[src/design/sep_pkg.sv]
// Constants and carrier types for the serial EEPROM command port.
// Assumes one 20 MHz system clock and pins sampled through synchronisers.
// ---------------------------------------------------------------
// How it works
// Word erase sets every bit of the addressed word to one.
// Select falling after the last address bit starts the self-timed cycle.
// Select high after a low gap shows busy as low, ready as high.
// Erase-all sets the whole array to ones, started like a word erase.
// A started cycle completes with no further serial clocks.
// Programming is disabled after reset until the enable command.
// Programming stays enabled until the disable command runs.
// Master should issue the disable command after programming.
// Reads run whether programming is enabled or not.
// Read sends one dummy zero, then the 8 or 16 bit word.
// Select held high continues reading the next locations.
// Word write takes 8 or 16 data bits; select falling starts programming.
// Write-all puts the data word into every location.
// Write-all erases first itself but still needs programming enabled.
// Select low during a cycle finishes it, then standby.
// Select low holds control logic in reset; at least 250 ns between commands.
// Input bits sampled and output bits changed on serial clock rise.
// Serial clock may stop at either level without losing state.
// Clocks before a start bit are ignored.
// After the needed clock count the command runs; rest ignored until start.
// Select low through a whole cycle keeps output floating; later status high.
// Organisation input high means 16-bit words, low means 8-bit.
// Start bit is the first serial clock rise with select and data high.
// Opcodes: 11 erase, 10 read, 01 write; 00 uses top address bits.
// Output floats except for read data or status; floats on select falling.
// Address is 6 bits in x16, 7 in x8; programming ignored when disabled.
// ---------------------------------------------------------------
package sep_pkg;
  localparam int ADDR_W16 = 6;
  localparam int ADDR_W8 = 7;
  localparam int DATA_W16 = 16;
  localparam int DATA_W8 = 8;
  localparam int OP_W = 2;
  localparam int CNT_W = 5;
  // Opcodes
  localparam logic [1:0] OP_EXT = 2'h0;
  localparam logic [1:0] OP_WRITE = 2'h1;
  localparam logic [1:0] OP_READ = 2'h2;
  localparam logic [1:0] OP_ERASE = 2'h3;
  // Extended codes in the top two address bits
  localparam logic [1:0] EXT_DISABLE = 2'h0;
  localparam logic [1:0] EXT_WRITE_ALL = 2'h1;
  localparam logic [1:0] EXT_ERASE_ALL = 2'h2;
  localparam logic [1:0] EXT_ENABLE = 2'h3;
  // Timing
  localparam int CLK_HZ = 20000000;
  localparam int WORD_CYCLE_US = 4000;
  localparam int ALL_CYCLE_US = 8000;
  localparam int WORD_CYCLE_CLKS = CLK_HZ / 1000000 * WORD_CYCLE_US;
  localparam int ALL_CYCLE_CLKS = CLK_HZ / 1000000 * ALL_CYCLE_US;
  localparam logic [15:0] ERASED_WORD = 16'hffff;

  typedef enum logic [2:0] {
    SEP_IDLE = 3'h0,
    SEP_OPC = 3'h1,
    SEP_ADDR = 3'h2,
    SEP_DATA = 3'h3,
    SEP_READ = 3'h4,
    SEP_ARMED = 3'h5,
    SEP_DONE = 3'h6
  } sep_state_e;

  typedef enum logic [1:0] {
    SEP_JOB_NONE = 2'h0,
    SEP_JOB_WORD = 2'h1,
    SEP_JOB_ALL = 2'h2
  } sep_job_e;

  // Programming request handed to the self-timed engine
  typedef struct packed {
    sep_job_e job;
    logic [6:0] addr;
    logic [15:0] data;
  } sep_prog_s;
endpackage : sep_pkg

[src/design/sep_port.sv]
// Serial EEPROM command port with memory array and self-timed programming.
// Assumes select, serial clock, data and organisation arrive asynchronously.
`timescale 1ns/1ns
module sep_port #(
  parameter int WORD_CLKS = sep_pkg::WORD_CYCLE_CLKS,
  parameter int ALL_CLKS = sep_pkg::ALL_CYCLE_CLKS,
  parameter int DEPTH = 128
) (
  input wire logic clock,
  input wire logic sys_rst,
  input wire logic chip_select,
  input wire logic serial_clk,
  input wire logic serial_in,
  input wire logic org_x16,
  output logic serial_out,
  output logic serial_out_oe_n,
  output logic busy
);
  // ---------------------------------------------------------------
  // Synchronisers
  // ---------------------------------------------------------------
  logic [3:0] meta_q;
  logic [3:0] sync_q;
  logic sck_prev_q;
  logic cs_prev_q;
  always_ff @(posedge clock or posedge sys_rst) begin
    if (sys_rst) begin
      meta_q <= 4'h0;
      sync_q <= 4'h0;
      sck_prev_q <= 1'b0;
      cs_prev_q <= 1'b0;
    end else begin
      meta_q <= {org_x16, serial_in, serial_clk, chip_select};
      sync_q <= meta_q;
      sck_prev_q <= sync_q[1];
      cs_prev_q <= sync_q[0];
    end
  end
  wire cs = sync_q[0];
  wire din = sync_q[2];
  wire x16 = sync_q[3];
  // Edges found on the system clock, so a stopped serial clock simply holds state
  wire sck_rise = cs & sync_q[1] & ~sck_prev_q;
  wire cs_fall = cs_prev_q & ~cs;
  wire cs_rise = ~cs_prev_q & cs;

  // ---------------------------------------------------------------
  // Memory and self-timed engine
  // ---------------------------------------------------------------
  logic [15:0] mem [DEPTH];
  logic [31:0] timer_q;
  sep_pkg::sep_job_e run_q;
  logic [6:0] run_addr_q;
  logic [15:0] run_data_q;
  logic [7:0] sweep_q;
  logic we_q;
  sep_pkg::sep_prog_s req;
  logic req_valid;
  wire engine_ready = (run_q == sep_pkg::SEP_JOB_NONE);
  assign busy = ~engine_ready;
  // Word location of a byte address: x8 uses halves of the 16-bit cells
  wire [5:0] run_cell = x16 ? run_addr_q[5:0] : run_addr_q[6:1];
  wire [15:0] cell_old = mem[run_cell];
  wire [15:0] word_new = x16 ? run_data_q
    : (run_addr_q[0] ? {run_data_q[7:0], cell_old[7:0]} : {cell_old[15:8], run_data_q[7:0]});
  wire [15:0] all_new = x16 ? run_data_q : {run_data_q[7:0], run_data_q[7:0]};
  // A whole-array job never ends before its sweep has reached each of the DEPTH / 2 cells in use
  wire sweep_busy = (run_q == sep_pkg::SEP_JOB_ALL) && (sweep_q < 8'(DEPTH / 2));
  wire timer_out = (timer_q <= 32'h1);

  // Engine ignores chip select entirely once started
  always_ff @(posedge clock or posedge sys_rst) begin
    if (sys_rst) begin
      run_q <= sep_pkg::SEP_JOB_NONE;
      timer_q <= 32'h0;
      run_addr_q <= 7'h0;
      run_data_q <= 16'h0;
      sweep_q <= 8'h0;
    end else if (engine_ready && req_valid) begin
      run_q <= req.job;
      run_addr_q <= req.addr;
      run_data_q <= req.data;
      sweep_q <= 8'h0;
      timer_q <= (req.job == sep_pkg::SEP_JOB_ALL) ? 32'(ALL_CLKS) : 32'(WORD_CLKS);
    end else if (!engine_ready) begin
      if (sweep_busy) begin
        sweep_q <= sweep_q + 8'h1;
      end
      if (!timer_out) begin
        timer_q <= timer_q - 32'h1;
      end else if (!sweep_busy) begin
        run_q <= sep_pkg::SEP_JOB_NONE;
      end
    end
  end

  // Array update: one word on the last cycle, or one cell per cycle for whole-array jobs
  always_ff @(posedge clock) begin
    if (run_q == sep_pkg::SEP_JOB_WORD && timer_q == 32'h1) begin
      mem[run_cell] <= word_new;
    end else if (sweep_busy) begin
      mem[sweep_q[5:0]] <= all_new;
    end
  end

  // ---------------------------------------------------------------
  // Command shifter, held in reset while select is low
  // ---------------------------------------------------------------
  sep_pkg::sep_state_e st_q;
  logic [sep_pkg::CNT_W-1:0] cnt_q;
  logic [1:0] op_q;
  logic [6:0] addr_q;
  logic [15:0] sh_q;
  logic status_q;
  wire [4:0] addr_len = x16 ? 5'(sep_pkg::ADDR_W16) : 5'(sep_pkg::ADDR_W8);
  wire [4:0] data_len = x16 ? 5'(sep_pkg::DATA_W16) : 5'(sep_pkg::DATA_W8);
  wire [1:0] ext = x16 ? addr_q[5:4] : addr_q[6:5];
  wire [6:0] addr_next = {addr_q[5:0], din};
  wire [6:0] addr_inc = x16 ? {1'b0, 6'(addr_q[5:0] + 6'h1)} : 7'(addr_q + 7'h1);
  wire [5:0] rd_cell = x16 ? addr_q[5:0] : addr_q[6:1];
  wire [15:0] rd_word = x16 ? mem[rd_cell] : (addr_q[0] ? {mem[rd_cell][15:8], 8'h0}
    : {mem[rd_cell][7:0], 8'h0});
  // Extended codes count only under the extended opcode, not in a plain address
  wire is_wr = (op_q == sep_pkg::OP_WRITE)
    || (op_q == sep_pkg::OP_EXT && ext == sep_pkg::EXT_WRITE_ALL);
  wire is_er = (op_q == sep_pkg::OP_ERASE)
    || (op_q == sep_pkg::OP_EXT && ext == sep_pkg::EXT_ERASE_ALL);

  // ---------------------------------------------------------------
  // Ready report after a finished cycle
  // ---------------------------------------------------------------
  // Ready stays reportable after a cycle until the next start bit
  logic done_q;
  wire start_seen = (st_q == sep_pkg::SEP_IDLE) && sck_rise && din;
  always_ff @(posedge clock or posedge sys_rst) begin
    if (sys_rst) begin
      done_q <= 1'b0;
    end else if (engine_ready && req_valid) begin
      done_q <= 1'b1;
    end else if (start_seen) begin
      done_q <= 1'b0;
    end
  end

  always_ff @(posedge clock or posedge sys_rst) begin
    if (sys_rst) begin
      we_q <= 1'b0;
    end else if (st_q == sep_pkg::SEP_ADDR && sck_rise && cnt_q == 5'h1
        && op_q == sep_pkg::OP_EXT) begin
      if ({addr_next[5:4]} == sep_pkg::EXT_ENABLE && x16
          || addr_next[6:5] == sep_pkg::EXT_ENABLE && !x16) begin
        we_q <= 1'b1;
      end else if ({addr_next[5:4]} == sep_pkg::EXT_DISABLE && x16
          || addr_next[6:5] == sep_pkg::EXT_DISABLE && !x16) begin
        we_q <= 1'b0;
      end
    end
  end

  // Armed request fires on select falling
  assign req_valid = cs_fall && st_q == sep_pkg::SEP_ARMED;
  always_comb begin
    req.job = (op_q == sep_pkg::OP_EXT) ? sep_pkg::SEP_JOB_ALL : sep_pkg::SEP_JOB_WORD;
    req.addr = addr_q;
    req.data = is_er ? sep_pkg::ERASED_WORD : sh_q;
  end

  always_ff @(posedge clock or posedge sys_rst) begin
    if (sys_rst) begin
      st_q <= sep_pkg::SEP_IDLE;
      cnt_q <= '0;
      op_q <= 2'h0;
      addr_q <= 7'h0;
      sh_q <= 16'h0;
      status_q <= 1'b0;
    end else if (!cs) begin
      // Select low resets control; an armed job keeps its fields until taken
      status_q <= 1'b0;
      if (st_q != sep_pkg::SEP_ARMED || cs_prev_q == 1'b0) begin
        st_q <= sep_pkg::SEP_IDLE;
      end
    end else begin
      if (cs_rise) begin
        status_q <= busy || done_q;
      end
      case (st_q)
        sep_pkg::SEP_IDLE: begin
          if (sck_rise && din) begin
            status_q <= 1'b0;
            st_q <= sep_pkg::SEP_OPC;
            cnt_q <= 5'(sep_pkg::OP_W);
          end
        end
        sep_pkg::SEP_OPC: begin
          if (sck_rise) begin
            op_q <= {op_q[0], din};
            cnt_q <= cnt_q - 5'h1;
            if (cnt_q == 5'h1) begin
              st_q <= sep_pkg::SEP_ADDR;
              cnt_q <= addr_len;
            end
          end
        end
        sep_pkg::SEP_ADDR: begin
          if (sck_rise) begin
            addr_q <= addr_next;
            cnt_q <= cnt_q - 5'h1;
            if (cnt_q == 5'h1) begin
              cnt_q <= data_len;
              if (op_q == sep_pkg::OP_READ) begin
                st_q <= sep_pkg::SEP_READ;
                sh_q <= 16'h0;
              end else if (op_q == sep_pkg::OP_ERASE || (op_q == sep_pkg::OP_EXT
                  && (x16 ? addr_next[5:4] : addr_next[6:5]) == sep_pkg::EXT_ERASE_ALL)) begin
                st_q <= (we_q && engine_ready) ? sep_pkg::SEP_ARMED : sep_pkg::SEP_DONE;
              end else if (op_q == sep_pkg::OP_WRITE || (op_q == sep_pkg::OP_EXT
                  && (x16 ? addr_next[5:4] : addr_next[6:5]) == sep_pkg::EXT_WRITE_ALL)) begin
                st_q <= sep_pkg::SEP_DATA;
              end else begin
                st_q <= sep_pkg::SEP_DONE;
              end
            end
          end
        end
        sep_pkg::SEP_DATA: begin
          if (sck_rise) begin
            sh_q <= {sh_q[14:0], din};
            cnt_q <= cnt_q - 5'h1;
            if (cnt_q == 5'h1) begin
              st_q <= (we_q && engine_ready) ? sep_pkg::SEP_ARMED : sep_pkg::SEP_DONE;
            end
          end
        end
        sep_pkg::SEP_READ: begin
          if (sck_rise) begin
            // First rise of each word loads it; the dummy zero shows only before the first word
            if (cnt_q == data_len) begin
              sh_q <= rd_word;
            end else begin
              sh_q <= {sh_q[14:0], 1'b0};
            end
            cnt_q <= cnt_q - 5'h1;
            if (cnt_q == 5'h1) begin
              cnt_q <= data_len;
              addr_q <= addr_inc;
            end
          end
        end
        sep_pkg::SEP_DONE, sep_pkg::SEP_ARMED: begin
          if (is_wr && is_er) begin
            st_q <= st_q;
          end
        end
        default: st_q <= sep_pkg::SEP_IDLE;
      endcase
    end
  end
  // Next word loads on its own first rise, so sequential reads carry no dummy bit
  logic rd_bit;
  assign rd_bit = sh_q[15];

  // ---------------------------------------------------------------
  // Output pin: driven during read or status, floats otherwise
  // ---------------------------------------------------------------
  logic out_q;
  logic oe_n_q;
  always_ff @(posedge clock or posedge sys_rst) begin
    if (sys_rst) begin
      out_q <= 1'b0;
      oe_n_q <= 1'b1;
    end else if (!cs) begin
      oe_n_q <= 1'b1;
    end else if (st_q == sep_pkg::SEP_READ) begin
      oe_n_q <= 1'b0;
      out_q <= rd_bit;
    end else if (status_q) begin
      oe_n_q <= 1'b0;
      out_q <= engine_ready;
    end else begin
      oe_n_q <= 1'b1;
    end
  end
  assign serial_out = out_q;
  assign serial_out_oe_n = oe_n_q;
endmodule : sep_port

[config.mk]
export PLATFORM = sky130hd
export DESIGN_NAME = sep_port
export DESIGN_NICKNAME = d
export VERILOG_FILES = /design/src/design/sep_pkg.sv /design/src/design/sep_port.sv
export SDC_FILE = /design/constraint.sdc
export NUM_CORES = 2
export LEC_CHECK = 0
export BUFFER_PORTS_ARGS = -buffer_cell sky130_fd_sc_hd__buf_2
export CAP_MARGIN = 40
export CORE_MARGIN = 1
export CORE_UTILIZATION = 55
export DETAILED_ROUTE_END_ITERATION = 12
export GPL_TIMING_DRIVEN = 1
export HOLD_SLACK_MARGIN = 0.05
export PLACE_DENSITY = 0.81
export SYNTH_ARGS = -nofsm -noshare
export SYNTH_HDL_FRONTEND = slang
export SYNTH_SLANG_ARGS = --single-unit
export TNS_END_PERCENT = 30
[constraint.sdc]
create_clock -name clock -period 4.5 [get_ports clock]
set_input_delay 0.45 -clock clock [delete_from_list [all_inputs] [get_ports clock]]
set_output_delay 0.45 -clock clock [all_outputs]
set_load 0.05 [all_outputs]
==> impl_metrics.csv <==
group,metric,value,unit
final_layout,nNetsFinal,3513,
drt,dr_total_vias,33000,
die,die_w,302,microns
clock_network,clkTransAtPathRegs,70,ps
clock_network,cts_resized,0,
drt,drcViolationCount,0,
drt,first_pass_iters,8,
clock_network,cts_sinks,1137,
grt,use_met1,41.5,%
grt,grt_pass1_wl,210000,microns
timing,fin_crit,4330,ps
grt,grt_util_met3,9.37,%
synth,synthCells,3363,
critical_path,critPathCaptureType,"flip-flop",
drt,routed_via_density,6.95,
timing,clock_skew,36.3,ps
grt,busiest_layer,"met2",
grt,grt_max_degree,79,
die,die_height,302,microns
synth,yosys_warnings,0,
synth,ys_async_sr_fraction,9.94,%
final_layout,final_cell_mix,"1024 x edfxtp_1, 339 x nand2_1, 294 x mux2i_1",
critical_path,cp.required,5100,ps
critical_path,crit_path_start_kind,"flip-flop",
power_and_ir_drop,leakagePower,20.4,nW
drt,totalWireLength,144000,microns
synth,syn-num-nets,3376,
timing,slew_headroom,31.5,%
final_layout,nFillCells,6107,
timing,slew_viol_final,0,
placed_design,hpwl,91700,microns
run_status,status,"finished, final reports clean",
clock_network,cts_tree,"built",
grt,grt_overflow,0,
timing,rsz0062_at_grt,"no",
power_and_ir_drop,power_density,429,mW/mm^2
die,io_pins,9,
drt,drt_iter0_drc,5978,
clock_network,h-tree-depth,3,
synth,avgSynthCellArea,14.8,sq um
grt,grt_use_total,31.5,%
synth,synth_cell_types,96,
placed_design,post-place-ws,597,ps
drt,drtAntennaViolNets,0,
timing,fmax,0.231,GHz
synth,yosys_most_used_dff,"edfxtp_1",
clock_network,cts.path.max_buffers,3,
final_layout,drive_above_1_share,17.8,%
critical_path,worst-path-max-fanout,34,
synth,syn_area,0.0496,sq mm
power_and_ir_drop,ir_drop,0.306,mV
timing,setup_violations,0,
grt,grt_antenna_before_repair,4,
placed_design,io_buffers,8,
critical_path,crit_type,"reg -> reg",
timing,setup_slack,172,ps
die,dieArea,0.0915,sq mm
critical_path,arrival,4930,ps
drt,wl_per_cell,30.3,microns
timing,worst_slew_pin_slew,1020,ps
timing,tns,0,ps
clock_network,numCtsBuffers,108,
clock_network,worstSkewPairLatency,710,ps
clock_network,cts-root-buf,"clkbuf_16",
placed_design,gp_congestion,1.04,
synth,ys_seq_area_share,67.7,%
critical_path,r2r_slack,170,ps
synth,synth_edf_count,1024,
die,core_area,0.0889,sq mm
final_layout,synthToLayoutAreaGrowth,11.8,%
timing,hold_violations,0,
synth,synth_seq_cells,1137,
die,start_util,55.8,%
die,rows,109,
timing,min_period_over_period,96.2,%
grt,use_met2,47.1,%
final_layout,mostFrequentLayoutCell,"edfxtp_1",
grt,grt_pass1_vias,31900,
flow_run,cap_viol_max_count,0,
hold_path,min_path_type,"in -> async",
## state kept, by name (all words and copies together), names as in the netlist, 2 cells and up
| signal | count |
|---|---|
| addr_q | 7 |
| cnt_q | 5 |
| mem | 1024 |
| meta_q | 4 |
| op_q | 2 |
| run_addr_q | 7 |
| run_data_q | 16 |
| run_q | 2 |
| sh_q | 16 |
| st_q | 3 |
| sweep_q | 8 |
| sync_q | 4 |
| timer_q | 32 |
## timing repair
action | CTS | global route
hold endpoints to repair | 55 | 0
setup buffers | 0 | 0
hold buffers | 5 | 0
## worst max-delay path: stages, from the launching register on
cell and delay, ps:
dfrtp_4 740, mux2i_4 770, buf_4 400, buf_4 280
nand2_1 170, o21ai_0 260, nor2_1 70, o21ai_0 730
nand4_1 470, a31oi_1 320
## cell families after synthesis
logic type / count (synthesis) / synth area share (%)
compound gates: 577 / 7.88
xor+xnor: 25 / 0.441
fa+ha+maj: 7 / 0.176
buf+inv: 228 / 2.54
flops: 1137 / 67.7
mux: 485 / 13.0
simple gates: 904 / 8.27
## where the power goes
part	switching (mW)	internal (mW)	leakage, nW
registers	0.129	11.4	13.2
logic	2.19	1.14	5.44
clock network	4.11	4.86	1.69
total	6.44	17.4	20.4
## through the flow
step,util (%),hold slack (ps),power (mW),area (sq um),cells
finish,62.4,260,23.8,55500,4755
global route,62.4,284,24.3,55500,4754
detailed placement,58.5,338,14.9,52000,4549
CTS,62.4,253,23.7,55500,4753
floorplan,-,331,13.9,49600,3363
global placement,58.3,345,14.8,51900,4537
## layer usage
metal / vias up / wire length (microns)
li1: 13400 / -
met1: 16100 / 49700
met2: 2920 / 64000
met3: 585 / 21100
met4: 6 / 9340
met5: - / 38
## synth_stat cells, types with 10 or more instances
cell,count,area [sq um]
a2111oi_0,11,96.3
a211oi_1,21,158
a21oi_1,108,541
a221oi_1,17,149
a22o_1,11,96.3
a22oi_1,41,308
a31oi_1,33,206
a32oi_1,16,140
buf_1,14,52.6
buf_2,84,420
buf_4,37,278
buf_6,21,236
clkbuf_1,54,203
dfrtp_1,112,2800
edfxtp_1,1024,30700
inv_1,16,60.1
mux2_2,63,709
mux2i_1,296,2960
mux4_2,122,2750
nand2_1,339,1270
nand2b_1,12,75.1
nand3_1,104,521
nand4_1,24,150
nor2_1,256,961
nor2b_1,28,175
nor3_1,46,230
nor4_1,13,81.3
o211ai_1,11,82.6
o21a_1,14,105
o21ai_0,70,350
o221ai_1,10,87.6
o22a_1,18,158
o22ai_1,109,682
or3_1,12,75.1
or4_1,13,97.6
xor2_1,22,193
## worst paths after layout
check / cells past startpoint / end / startpoint
worst max-delay path: 9 / sh_q[10]$_DFFE_PP0P_ / sync_q[3]$_DFF_PP0_
worst min-delay path: 3 / timer_q[21]$_DFFE_PP0P_ / sys_rst
worst max register to register: 9 / sh_q[10]$_DFFE_PP0P_ / sync_q[3]$_DFF_PP0_
worst min register to register: 0 / sync_q[2]$_DFF_PP0_ / meta_q[2]$_DFF_PP0_
max in group asynchronous: 5 / run_data_q[14]$_DFFE_PP0P_ / sys_rst
min in group clock: 0 / sync_q[2]$_DFF_PP0_ / meta_q[2]$_DFF_PP0_
## final cells by class
| class | instances | area (sq um) | share of cell area, % |
|---|---|---|---|
| inverter | 17 | 66.3 | 0.119 |
| clock buffer | 121 | 2750 | 4.96 |
| timing repair buffer | 238 | 1970 | 3.56 |
| clock inverter | 78 | 698 | 1.26 |
| antenna | 1 | 2.50 | 0.00451 |
| sequential | 1137 | 33600 | 60.5 |
| multi-input combinational | 1998 | 15000 | 27.0 |
| tap | 1165 | 1460 | 2.63 |
(Power assumes the default switching activity.)
